## config.mk

```make
export PLATFORM = sky130hd
export DESIGN_NAME = soc_strap_capture
export DESIGN_NICKNAME = d
export VERILOG_FILES = /design/src/shared/soc_pkg.sv /design/src/shared/soc_cap_if.sv /design/src/design/soc_capture_seq.sv /design/src/design/soc_io_port.sv /design/src/design/soc_strap_capture.sv
export VERILOG_INCLUDE_DIRS = /design/src /design/src/shared
export SDC_FILE = /design/constraint.sdc
export NUM_CORES = 1
export LEC_CHECK = 0
export BUFFER_PORTS_ARGS = -buffer_cell sky130_fd_sc_hd__buf_2
export CAP_MARGIN = 20
export CORE_ASPECT_RATIO = 1.75
export CORE_UTILIZATION = 63
export CTS_BUF_LIST = sky130_fd_sc_hd__clkbuf_8
export DETAILED_ROUTE_END_ITERATION = 12
export PLACE_DENSITY = 0.9
export SLEW_MARGIN = 25
export SYNTH_ARGS = -nofsm -noshare
export SYNTH_HDL_FRONTEND = slang
export SYNTH_SLANG_ARGS = --single-unit
```

## constraint.sdc

```tcl
create_clock -name core_clk -period 10.6 [get_ports core_clk]
set_clock_uncertainty 0.1 [all_clocks]
set_input_delay 0 -clock core_clk [delete_from_list [all_inputs] [get_ports core_clk]]
set_output_delay 0 -clock core_clk [all_outputs]
set_load 0.005 [all_outputs]
```

## src/shared/soc_defs.svh

```systemverilog
// strap capture constants: offsets, field positions, reset values, timing
`ifndef SOC_DEFS_SVH
`define SOC_DEFS_SVH
// io port pair
`define SOC_INDEX_PORT 16'h0022
`define SOC_DATA_PORT 16'h0023
// register indices
`define SOC_IDX_STRAP_ONE 8'h4B
`define SOC_IDX_STRAP_TWO 8'h4C
`define SOC_IDX_HCLK_SYNTH 8'h5F
// memory data pin positions
`define SOC_PIN_BOOT_WIDTH 36
`define SOC_PIN_MULT_LO 14
`define SOC_PIN_MULT_HI 40
`define SOC_PIN_SYNTH_LO 24
`define SOC_PIN_HCLK_DIR 18
`define SOC_PIN_MCLK_EN 19
`define SOC_PIN_DOT_CLOCK_PIN_DIR 20
`define SOC_PIN_DESKEW_LO 45
`define SOC_PIN_DESKEW_HI 46
`define SOC_PIN_SERIAL_PORT_TWO 50
`define SOC_PIN_SERIAL_PORT_ONE 51
`define SOC_PIN_KBD 52
`define SOC_PIN_PARPORT 53
`define SOC_PIN_HSPEED_LO 2
`define SOC_PIN_HSPEED_HI 3
// field positions in strap register two
`define SOC_S2_PARPORT 7
`define SOC_S2_KBD 6
`define SOC_S2_DOT_CLOCK_PIN 4
`define SOC_S2_MCLK 3
`define SOC_S2_HCLK 2
`define SOC_S2_SERIAL_PORT_ONE 1
`define SOC_S2_SERIAL_PORT_TWO 0
// reset value of captured registers before capture
`define SOC_STRAP_RESET 8'h00
// cycles the pins are sampled after reset release
`define SOC_SETTLE_CYCLES 4'h3
`endif

```

## src/shared/soc_pkg.sv

```systemverilog
// strap capture types
package soc_pkg;
  typedef enum logic [2:0] {
    SOC_ST_SETTLE = 3'b001,
    SOC_ST_LOAD = 3'b010,
    SOC_ST_RUN = 3'b100
  } soc_state_e;
  typedef enum logic [2:0] {
    SOC_MULT_X1 = 3'h1,
    SOC_MULT_X2 = 3'h2,
    SOC_MULT_RSV = 3'h4
  } soc_mult_e;
  typedef logic [7:0] soc_byte_t;
endpackage

```

## src/shared/soc_cap_if.sv

```systemverilog
// carrier between capture sequencer and main strap module
`timescale 1ns/1ps
interface soc_cap_if;
  logic load;
  logic [63:0] pins;
  modport src(output load, output pins);
  modport dst(input load, input pins);
endinterface

```

## src/design/soc_capture_seq.sv

```systemverilog
// synchronises memory data pins and pulses a load after reset release
`timescale 1ns/1ps
`include "soc_defs.svh"
module soc_capture_seq (
  // clock and reset
  input wire logic core_clk,
  input wire logic rst,
  // board pins
  input wire logic [63:0] memory_data_pins,
  // to main module
  soc_cap_if.src cap
);
  import soc_pkg::*;
  typedef struct packed {
    logic [63:0] s1;
    logic [63:0] s2;
    logic [63:0] s3;
    logic [3:0] cnt;
    soc_state_e st;
    logic load;
  } soc_seq_s;
  soc_seq_s st_ff;
  soc_seq_s nxt_st_ff;
  always_comb begin
    nxt_st_ff = st_ff;
    nxt_st_ff.s1 = memory_data_pins;
    nxt_st_ff.s2 = st_ff.s1;
    nxt_st_ff.s3 = st_ff.s2;
    nxt_st_ff.load = 1'b0;
    unique case (st_ff.st)
      SOC_ST_SETTLE: begin
        // wait until the pipeline is full and stages two and three agree
        if (st_ff.cnt == `SOC_SETTLE_CYCLES) begin
          if (st_ff.s2 == st_ff.s3) begin
            nxt_st_ff.st = SOC_ST_LOAD;
          end
        end else begin
          nxt_st_ff.cnt = st_ff.cnt + 4'h1;
        end
      end
      SOC_ST_LOAD: begin
        nxt_st_ff.load = 1'b1;
        nxt_st_ff.st = SOC_ST_RUN;
      end
      SOC_ST_RUN: begin
        nxt_st_ff.st = SOC_ST_RUN;
      end
      default: begin
        nxt_st_ff.st = SOC_ST_SETTLE;
      end
    endcase
  end
  always_ff @(posedge core_clk or posedge rst) begin
    if (rst) begin
      st_ff <= '{s1: 64'h0, s2: 64'h0, s3: 64'h0, cnt: 4'h0, st: SOC_ST_SETTLE,
                 load: 1'b0};
    end else begin
      st_ff <= nxt_st_ff;
    end
  end
  assign cap.load = st_ff.load;
  assign cap.pins = st_ff.s3;
endmodule

```

## src/design/soc_io_port.sv

```systemverilog
// index/data io port decoder
`timescale 1ns/1ps
`include "soc_defs.svh"
module soc_io_port (
  // clock and reset
  input wire logic core_clk,
  input wire logic rst,
  // io cycle
  input wire logic [15:0] io_addr,
  input wire logic io_wr,
  input wire logic [7:0] io_wdata,
  // decoded
  output logic [7:0] index_q,
  output logic data_sel
);
  import soc_pkg::*;
  typedef struct packed {
    logic [7:0] idx;
  } soc_io_s;
  soc_io_s st_ff;
  soc_io_s nxt_st_ff;
  always_comb begin
    nxt_st_ff = st_ff;
    if (io_wr && io_addr == `SOC_INDEX_PORT) begin
      nxt_st_ff.idx = io_wdata;
    end
  end
  always_ff @(posedge core_clk or posedge rst) begin
    if (rst) begin
      st_ff <= '{idx: 8'h00};
    end else begin
      st_ff <= nxt_st_ff;
    end
  end
  assign index_q = st_ff.idx;
  assign data_sel = (io_addr == `SOC_DATA_PORT);
endmodule

```

## src/design/soc_strap_capture.sv

```systemverilog
// strap option capture: three strap registers behind the index/data io pair
// Functional notes
// - at reset each strap register loads its memory data pin levels; code loads 00, then the pins after release once capture settles
// - registers reached via io index/data pair; host clock strap at index 5F
// - strap register one (4B) read only; bits 5..1 reserved
// - bits 7..6 of register one: clock multiplier, 01 x1, 11 x2, else reserved
// - bit 0 of register one: boot width, 0 eight bit, 1 sixteen bit
// - host clock strap register: bits 7..6 read zero, bits 2..0 reserved
// - host clock register bits 5..3 mirror synthesizer straps, drive synthesizer
// - speed straps low: 000 25, 001 50, 010 60, 011 66 MHz; else reserved
// - strap register two (4C) read only except writable bit 4
// - register two bit 7 enables parallel port
// - register two bit 6 enables keyboard controller; bit 5 reserved
// - register two bit 4: dot clock pin input or driven by synthesizer
// - register two bit 3: memory clock out pin tristated or driven
// - register two bit 2: host clock pin input or driven by synthesizer
// - register two bit 1 enables serial port one
// - register two bit 0 enables serial port two
// - deskew straps: 10 for 33..64 MHz host clock, 01 for 64..133 MHz
// - deskew strap values never appear in readable registers
`timescale 1ns/1ps
`include "soc_defs.svh"
module soc_strap_capture (
  // clock and reset
  input wire logic core_clk,
  input wire logic rst,
  // strap pins
  input wire logic [63:0] memory_data_pins,
  // io port
  input wire logic [15:0] io_addr,
  input wire logic io_rd,
  input wire logic io_wr,
  input wire logic [7:0] io_wdata,
  output soc_pkg::soc_byte_t io_rdata,
  // configuration outputs
  output soc_pkg::soc_mult_e cpu_clock_mult,
  output logic boot_width_16,
  output logic [2:0] host_synth_sel,
  output logic host_synth_valid,
  output logic parport_en,
  output logic kbd_en,
  output logic serial_port_one_en,
  output logic serial_port_two_en,
  output logic dot_clock_pin_oe,
  output logic memory_clock_out_pin_oe,
  output logic host_clock_pin_oe,
  output logic [1:0] deskew_sel,
  output logic deskew_valid
);
  import soc_pkg::*;
  // ************************************************************
  // state
  // ************************************************************
  typedef struct packed {
    soc_byte_t one;
    soc_byte_t two;
    soc_byte_t hsyn;
    logic [1:0] deskew;
    logic [1:0] hspeed;
    soc_byte_t rdata;
    soc_mult_e mult;
    logic boot16;
    logic [2:0] syn;
    logic syn_ok;
    logic [6:0] en;
    logic [1:0] dsk;
    logic dsk_ok;
  } soc_cap_s;
  soc_cap_s st_ff;
  soc_cap_s nxt_st_ff;
  soc_cap_if cap ();
  logic [7:0] index_q;
  logic data_sel;
  // ************************************************************
  // submodules
  // ************************************************************
  soc_capture_seq u_seq (
    .core_clk(core_clk),
    .rst(rst),
    .memory_data_pins(memory_data_pins),
    .cap(cap)
  );
  soc_io_port u_io (
    .core_clk(core_clk),
    .rst(rst),
    .io_addr(io_addr),
    .io_wr(io_wr),
    .io_wdata(io_wdata),
    .index_q(index_q),
    .data_sel(data_sel)
  );
  // ************************************************************
  // decode helpers
  // ************************************************************
  function automatic soc_mult_e mult_decode(input logic [1:0] m);
    // m = {bit7 (pin 40), bit6 (pin 14)}
    if (m == 2'b01) begin
      mult_decode = SOC_MULT_X1;
    end else if (m == 2'b11) begin
      mult_decode = SOC_MULT_X2;
    end else begin
      mult_decode = SOC_MULT_RSV;
    end
  endfunction
  function automatic logic synth_ok(input logic [1:0] hs, input logic [2:0] s);
    synth_ok = (hs == 2'b00) && (s[2] == 1'b0);
  endfunction
  // ************************************************************
  // next state
  // ************************************************************
  always_comb begin
    logic [63:0] p;
    p = cap.pins;
    nxt_st_ff = st_ff;
    if (cap.load) begin
      nxt_st_ff.one = {p[`SOC_PIN_MULT_HI], p[`SOC_PIN_MULT_LO], 5'h00,
                       p[`SOC_PIN_BOOT_WIDTH]};
      nxt_st_ff.two = {p[`SOC_PIN_PARPORT], p[`SOC_PIN_KBD], 1'b0,
                       p[`SOC_PIN_DOT_CLOCK_PIN_DIR], p[`SOC_PIN_MCLK_EN],
                       p[`SOC_PIN_HCLK_DIR], p[`SOC_PIN_SERIAL_PORT_ONE],
                       p[`SOC_PIN_SERIAL_PORT_TWO]};
      nxt_st_ff.hsyn = {2'b00, p[`SOC_PIN_SYNTH_LO + 2], p[`SOC_PIN_SYNTH_LO + 1],
                        p[`SOC_PIN_SYNTH_LO], 3'b000};
      nxt_st_ff.deskew = {p[`SOC_PIN_DESKEW_LO], p[`SOC_PIN_DESKEW_HI]};
      nxt_st_ff.hspeed = {p[`SOC_PIN_HSPEED_HI], p[`SOC_PIN_HSPEED_LO]};
    end else if (io_wr && data_sel && index_q == `SOC_IDX_STRAP_TWO) begin
      // only the dot clock direction bit accepts writes
      nxt_st_ff.two[`SOC_S2_DOT_CLOCK_PIN] = io_wdata[`SOC_S2_DOT_CLOCK_PIN];
    end
    // other writes leave captured values alone
    nxt_st_ff.rdata = 8'h00;
    if (io_rd && data_sel) begin
      unique case (index_q)
        `SOC_IDX_STRAP_ONE: nxt_st_ff.rdata = st_ff.one;
        `SOC_IDX_STRAP_TWO: nxt_st_ff.rdata = st_ff.two;
        `SOC_IDX_HCLK_SYNTH: nxt_st_ff.rdata = st_ff.hsyn & 8'h3F;
        default: nxt_st_ff.rdata = 8'h00;
      endcase
    end
    nxt_st_ff.mult = mult_decode(st_ff.one[7:6]);
    nxt_st_ff.boot16 = st_ff.one[0];
    nxt_st_ff.syn = st_ff.hsyn[5:3];
    nxt_st_ff.syn_ok = synth_ok(st_ff.hspeed, st_ff.hsyn[5:3]);
    nxt_st_ff.en[6] = st_ff.two[`SOC_S2_PARPORT];
    nxt_st_ff.en[5] = st_ff.two[`SOC_S2_KBD];
    nxt_st_ff.en[4] = st_ff.two[`SOC_S2_DOT_CLOCK_PIN];
    nxt_st_ff.en[3] = st_ff.two[`SOC_S2_MCLK];
    nxt_st_ff.en[2] = st_ff.two[`SOC_S2_HCLK];
    nxt_st_ff.en[1] = st_ff.two[`SOC_S2_SERIAL_PORT_ONE];
    nxt_st_ff.en[0] = st_ff.two[`SOC_S2_SERIAL_PORT_TWO];
    nxt_st_ff.dsk = st_ff.deskew;
    nxt_st_ff.dsk_ok = (st_ff.deskew == 2'b10) || (st_ff.deskew == 2'b01);
  end
  always_ff @(posedge core_clk or posedge rst) begin
    if (rst) begin
      st_ff <= '{one: `SOC_STRAP_RESET, two: `SOC_STRAP_RESET,
                 hsyn: `SOC_STRAP_RESET, deskew: 2'b00, hspeed: 2'b00,
                 rdata: 8'h00, mult: SOC_MULT_RSV, boot16: 1'b0, syn: 3'h0,
                 syn_ok: 1'b0, en: 7'h00, dsk: 2'b00, dsk_ok: 1'b0};
    end else begin
      st_ff <= nxt_st_ff;
    end
  end
  // ************************************************************
  // outputs
  // ************************************************************
  assign io_rdata = st_ff.rdata;
  assign cpu_clock_mult = st_ff.mult;
  assign boot_width_16 = st_ff.boot16;
  assign host_synth_sel = st_ff.syn;
  assign host_synth_valid = st_ff.syn_ok;
  assign parport_en = st_ff.en[6];
  assign kbd_en = st_ff.en[5];
  assign dot_clock_pin_oe = st_ff.en[4];
  assign memory_clock_out_pin_oe = st_ff.en[3];
  assign host_clock_pin_oe = st_ff.en[2];
  assign serial_port_one_en = st_ff.en[1];
  assign serial_port_two_en = st_ff.en[0];
  assign deskew_sel = st_ff.dsk;
  assign deskew_valid = st_ff.dsk_ok;
endmodule

```

==> results of run 1 <==
synthesized netlist by cell type:
cell and count:
dfrtp_1 249, xor2_1 38, xnor2_1 30, mux2_2 25, buf_4 16, nor2_1 12
nor4_1 12, nand4_1 11, nand2_1 6, a22oi_1 5, nand3_1 3, nor3b_1 3
o21ai_0 3, and3_1 2, and3_2 2, dfstp_2 2, inv_1 2, nor3_1 2
nor4b_2 2, a21oi_1 1, a31oi_1 1, and2_1 1, and4_1 1, and4b_1 1
and4bb_1 1, buf_1 1, buf_6 1, clkbuf_1 1, ha_1 1, mux2_1 1
nand4_2 1, nor2_2 1, nor2b_1 1, or2_2 1
sequential cells by signal, indices dropped and copies added, names as in the netlist, 2 cells and up:
register,count
u_seq.nxt_st_ff,128
u_seq.cap.pins,64
nxt_st_ff,13
io_rdata,8
u_io.index_q,8
u_seq.st_ff,7
st_ff,4
cpu_clock_mult,3
host_synth_sel,3
deskew_sel,2
logic make-up after synthesis:
kind of cell	after synthesis	share of synthesized area [%]
compound gates	10	0.8202
xor+xnor	68	7.655
fa+ha+maj	1	0.1608
buf+inv	21	1.882
flops	251	80.77
mux	26	3.763
simple gates	63	4.953
power by group through the flow:
stage / Clock (mW) / Sequential, mW / Combinational, mW
floorplan: 0 / 1.03 / 0.0335
global placement: 0 / 1.03 / 0.0563
detailed placement: 0 / 1.03 / 0.0592
CTS: 0.701 / 1.02 / 0.0812
global route: 0.753 / 1.02 / 0.0917
finish: 0.697 / 1.02 / 0.0825
stage by stage:
| stage | setup WS [ps] | cell area (um2) |
|---|---|---|
| floorplan | 3603 | 7780 |
| global placement | 8252 | 8456 |
| detailed placement | 8101 | 8456 |
| CTS | 8022 | 9980 |
| global route | 7891 | 9983 |
| finish | 7964 | 9983 |
final cells by class:
class | count | area, um2 | area share (%)
tap | 165 | 206.4 | 2.068
inverter | 2 | 15.01 | 0.1504
clock buffer | 41 | 564.3 | 5.652
multi-input combinational | 168 | 1350 | 13.52
sequential | 251 | 6284 | 62.94
clock inverter | 14 | 88.84 | 0.8898
timing repair buffer | 206 | 1475 | 14.78
worst min-delay path by stage:
stage                               from              endpoint  slack (ps)  cells past startpoint
floorplan           memory_data_pins[28]  u_seq.nxt_st_ff[100]         -70                      0
global placement    memory_data_pins[49]  u_seq.nxt_st_ff[121]           8                      1
detailed placement  memory_data_pins[38]  u_seq.nxt_st_ff[110]           9                      1
CTS                           io_addr[2]           io_rdata[6]         0.6                      6
global route        memory_data_pins[13]   u_seq.nxt_st_ff[85]          30                      2
finish              memory_data_pins[46]  u_seq.nxt_st_ff[118]          40                      2
metal layers:
| layer | vias to the layer above | track usage [%] |
|---|---|---|
| li1 | 1895 | - |
| met1 | 2140 | 24.92 |
| met2 | 149 | 44.44 |
| met3 | 39 | 4.317 |
| met4 | 0 | 11.17 |
| met5 | - | 0 |
critical path: cells and delay by family, from the launching register on:
family / cells / cell delay [ps]
DFF: 1 / 380
muxes: 2 / 580
buffers and inverters: 1 / 580
and+or+nand+nor: 3 / 880
==> results.py, run 1 <==
metrics = {
    "critical_path": {
        "required_ps": 10870,
        "critical_path.endpoint": "nxt_st_ff[7]",
        "cp_slowest_cell": "dlygate4sd3_1",
        "rr_endpoint": "nxt_st_ff[7]",
        "start_kind": "flip-flop",
        "cp_max_fo": 9,
        "regToRegStartpoint": "u_io.index_q[7]",
        "rr_worst_depth": 6,
        "r2r_slack_ps": 7960,
        "arrival_ps": 2900,
        "slowest_delay_ps": 580,
        "startpoint": "u_io.index_q[7]",
        "crit_chain": "and4bb_1, and4b_1, nand4_2, dlygate4sd3_1, mux2_1, mux2_2",
        "cp-end-kind": "flip-flop",
        "criticalPathCategory": "flip-flop to flip-flop",
    },
    "place": {
        "portBuffers": 117,
        "placed_cells": 705,
        "hpwl_mm": 8.142,
        "place.gp.congestion": 0.7324,
    },
    "sta": {
        "final_max_slew_viol_count": 0,
        "final-setup-viol-count": 0,
        "fin_hold_ws_ps": 43.29,
        "fin_tns_setup_ps": 0,
        "period_needed_ps": 2636,
        "finalHoldViolations": 0,
        "relSlewSlack_pct": 51.94,
        "worstMarginPinSlew_ps": 720.8,
        "fmax_mhz": 379.4,
        "finalCritPeriodShare_pct": 24.87,
        "rsz0062_at_grt": "no",
    },
    "pwr": {
        "clkPwrFrac_pct": 38.8,
        "switchingPower_mw": 0.3827,
        "swShare_pct": 21.30,
        "seq_power_share_pct": 56.6,
        "pwr-share-comb_pct": 4.6,
        "vdd_drop_max_v": 0.0001749,
        "p_leak_nw": 4.794,
        "internal-power_mw": 1.414,
        "p_total_mw": 1.797,
        "power_density_nw_per_um2": 180.0,
    },
    "routing": {
        "vias": 4223,
        "dr_wl_met3_um": 605,
        "wl_per_cell_um": 16.91,
        "drt_first_pass_iters": 6,
        "first_iter_violations": 157,
        "drc": 0,
        "ant_nets": 0,
        "drt-total-wl_mm": 14.32,
        "wirelength_met1_mm": 4.985,
        "routed.top_layer": "met4",
        "vias_per_cell": 4.986,
        "dr_wl_met2_mm": 8.204,
    },
    "clock_tree": {
        "clk_pin_slew_ps": 60,
        "cts_buffer_depth": 3,
        "cts_tree": "built",
        "clock_latency_ps": 500,
        "clock_sinks": 251,
        "postCtsHoldBufs": 87,
        "cts_buffers": 34,
        "htreeDepth": 2,
        "cts_resized": 0,
        "cts_root_buffer": "clkbuf_8",
        "cts_setup_buffers": 0,
    },
    "die": {
        "die_h_um": 149.0,
        "core_area_um2": 12000,
        "io_pins": 118,
        "dieArea_um2": 12820,
        "fp-row-count": 53,
        "die_x_um": 86.01,
        "start_util_pct": 64.82,
    },
    "grt": {
        "grt_pass1_vias": 4733,
        "grt_max_degree": 108,
        "grt_pass1_wl_mm": 22.28,
        "track_usage_pct": 23.62,
        "grt_overflow": 0,
        "antenna_found_initial": 0,
    },
    "cells_and_area": {
        "layoutNonFillerInstCount": 847,
        "final_nets": 756,
        "drive_above_1_share_pct": 29.62,
        "area_growth_pct": 28.32,
        "layout_commonest_cell": "dfrtp_1",
        "layout_common_cells": "dfrtp_1, buf_2, dlygate4sd3_1, clkbuf_8, xor2_1",
        "final_core_util_pct": 83.18,
        "n_antenna_cell": 0,
        "fill_cells": 531,
    },
    "synth": {
        "synth_area_um2": 7780,
        "synth_top_area_share_pct": 80.09,
        "yosysWarnings": 0,
        "syn_area_per_cell_um2": 17.68,
        "synth_area_leader_cell": "dfrtp_1",
        "ys_ff_latch": 251,
        "syn_inst": 440,
        "yosysSeqAreaShare_pct": 80.77,
        "synth_area_leaders": "dfrtp_1, xor2_1, mux2_2",
        "ys_types": 34,
        "syn_nets": 533,
    },
    "run_status": {
        "outcome": "finished, final reports clean",
    },
    "min_path": {
        "hold_class": "input pin to flip-flop",
    },
    "job": {
        "cap_violations": 0,
    },
}
Note: power is estimated with default switching activity, not from simulation.
==> inputs of run 2 (changes only) <==
--- a/config.mk
+++ b/config.mk
@@ -9,10 +9,10 @@
 export BUFFER_PORTS_ARGS = -buffer_cell sky130_fd_sc_hd__buf_2
 export CAP_MARGIN = 20
 export CORE_ASPECT_RATIO = 1.75
-export CORE_UTILIZATION = 63
+export CORE_UTILIZATION = 58
 export CTS_BUF_LIST = sky130_fd_sc_hd__clkbuf_8
 export DETAILED_ROUTE_END_ITERATION = 12
-export PLACE_DENSITY = 0.9
+export PLACE_DENSITY = 0.84
 export SLEW_MARGIN = 25
 export SYNTH_ARGS = -nofsm -noshare
 export SYNTH_HDL_FRONTEND = slang
==> constraint.sdc (replaced) <==
create_clock -name core_clk -period 2.5 [get_ports core_clk]
set_clock_uncertainty 0.1 [all_clocks]
set_input_delay 0 -clock core_clk [delete_from_list [all_inputs] [get_ports core_clk]]
set_output_delay 0 -clock core_clk [all_outputs]
set_load 0.005 [all_outputs]
==> results.py, run 2 (synthesis gave the netlist of run 1 again) <==
metrics = {
    "clock_tree": {
        "cts_setup_buffers": 0,
        "clock_latency_ps": 490,
        "cts_root_buffer": "clkbuf_8",
        "cts_buffer_depth": 3,
        "cts_buffers": 35,
        "cts_tree": "built",
        "clock_sinks": 251,
        "clk_pin_slew_ps": 70,
        "htreeDepth": 2,
    },
    "grt": {
        "antenna_found_initial": 0,
        "track_usage_pct": 21.29,
        "grt_overflow": 0,
        "use_met3_pct": 3.926,
        "grt_busiest_layer": "met2",
        "grt_pass1_vias": 4791,
        "met2_usage_pct": 39.50,
        "grt_pass1_wl_mm": 21.91,
        "grt_max_degree": 102,
        "use_met1_pct": 22.56,
    },
    "die": {
        "die_x_um": 89.55,
        "die_h_um": 155.2,
        "io_pins": 118,
        "fp-row-count": 55,
        "start_util_pct": 59.82,
        "core_area_um2": 13010,
        "dieArea_um2": 13900,
    },
    "critical_path": {
        "required_ps": 2830,
        "start_kind": "flip-flop",
        "rr_worst_depth": 4,
        "rr_endpoint": "u_seq.st_ff[2]",
        "criticalPathCategory": "flip-flop to flip-flop",
        "cp_slowest_cell": "nor3b_1",
        "arrival_ps": 2540,
        "regToRegStartpoint": "u_seq.st_ff[1]",
        "crit_chain": "nor3b_1, nand4_1, nor4_1, and3_1",
        "path_delay_family": "simple AND/OR/NAND/NOR gates",
        "cp-end-kind": "flip-flop",
        "path_buf_inv": 0,
        "cp_max_fo": 5,
        "slowest_delay_ps": 600,
        "r2r_slack_ps": 290,
    },
    "cells_and_area": {
        "finalInstanceArea_um2": 10030,
        "area_growth_pct": 28.93,
        "final_nets": 758,
        "fill_cells": 706,
        "n_antenna_cell": 0,
        "drive_above_1_share_pct": 29.22,
        "layoutNonFillerInstCount": 859,
        "layout_commonest_cell": "dfrtp_1",
        "largest_reg_flops": 128,
        "layout_common_cells": "dfrtp_1, buf_2, dlygate4sd3_1, clkbuf_8, xor2_1",
    },
    "routing": {
        "ant_nets": 0,
        "drt-total-wl_mm": 13.58,
        "wl_per_cell_um": 15.81,
        "vias_per_cell": 4.859,
        "vias": 4174,
        "drc": 0,
        "drt_first_pass_iters": 4,
        "first_iter_violations": 149,
    },
    "place": {
        "pre_cts_ws_ps": 261.5,
        "place_area_um2": 8492,
        "portBuffers": 117,
        "place.gp.congestion": 0.7040,
        "placed_cells": 712,
        "hpwl_mm": 8.286,
    },
    "sta": {
        "worstMarginPinSlew_ps": 712.3,
        "fin_ws_ps": 288.4,
        "finalCritPeriodShare_pct": 88.46,
        "fmax_mhz": 452.2,
        "final-setup-viol-count": 0,
        "final_max_slew_viol_count": 0,
        "finalHoldViolations": 0,
        "rsz0062_at_grt": "no",
        "period_needed_ps": 2212,
        "relSlewSlack_pct": 52.41,
    },
    "min_path": {
        "hold_start": "io_addr[2]",
        "worstHoldEndpoint": "io_rdata[0]",
        "min_path_cells": 6,
        "hold_class": "input pin to flip-flop",
    },
    "pwr": {
        "p_leak_nw": 4.837,
        "power_density_nw_per_um2": 757.0,
        "vdd_drop_max_v": 0.0005140,
    },
    "job": {
        "cap_violations": 0,
    },
    "run_status": {
        "outcome": "finished, final reports clean",
    },
}
-- run 2: cell count changes in the layout (fill, tap and decap cells not counted), sizes merged --
cell | previous run | this run
bufinv | 1 | 0
buf | 119 | 120
clkinv | 5 | 2
inv | 9 | 15
clkbuf | 41 | 44
-- run 2: worst max-delay path by stage --
stage                         startpoint              to  slack [ps]  cells past startpoint
after detailed placement  u_seq.st_ff[1]  u_seq.st_ff[2]         260                      4
after global routing      u_seq.st_ff[1]  u_seq.st_ff[2]          60                      4
after floorplan                      rst   boot_width_16        -900                      1
final                     u_seq.st_ff[1]  u_seq.st_ff[2]         290                      4
after CTS                 u_seq.st_ff[1]  u_seq.st_ff[2]         200                      4
after global placement    u_seq.st_ff[1]  u_seq.st_ff[2]         290                      4
-- run 2: worst reg2reg max path, cell delays in order, from the launching register on --
cell	delay [ps]
dfstp_2	540
nor3b_1	600
nand4_1	200
nor4_1	470
and3_1	240
-- run 2: cell type report --
| class | count | area, um2 | area share, % |
|---|---|---|---|
| repair buffers | 207 | 1504 | 14.99 |
| multi-input cells | 168 | 1350 | 13.46 |
| flip-flops and latches | 251 | 6284 | 62.64 |
| clock inverters | 16 | 62.56 | 0.6237 |
| well taps | 171 | 214.0 | 2.133 |
| clock buffers | 44 | 605.6 | 6.037 |
| inverters | 2 | 11.26 | 0.1123 |
-- run 2: repair_timing --
item	in CTS	in global routing
resized for setup	0	0
hold buffers	87	0
endpoints found under the setup margin	0	0
hold endpoints to repair	325	0
-- run 2: metal layers --
layer  vias up  wire [um]
li1       1910          -
met1      2094       4819
met2       140       7913
met3        30        487
met4         0        357
met5         -          0
-- run 2: stage by stage --
stage          utilization (%)  setup TNS [ps]  hold slack, ps  total power [mW]
6_report                 77.12               0           17.13             7.594
5_1_grt                  77.12               0           26.53             7.869
4_1_cts                  77.12               0           9.942             7.662
3_5_place_dp             65.29               0          -78.75             4.641
3_3_place_gp             65.29               0          -90.76             4.612
2_1_floorplan                -         -224180          -68.57             4.498
-- run 2: power breakdown --
part | switching [mW] | total [mW] | internal, mW
logic | 0.158 | 0.354 | 0.196
clock network | 1.36 | 2.93 | 1.58
registers | 0.0860 | 4.31 | 4.22
total | 1.60 | 7.59 | 5.99
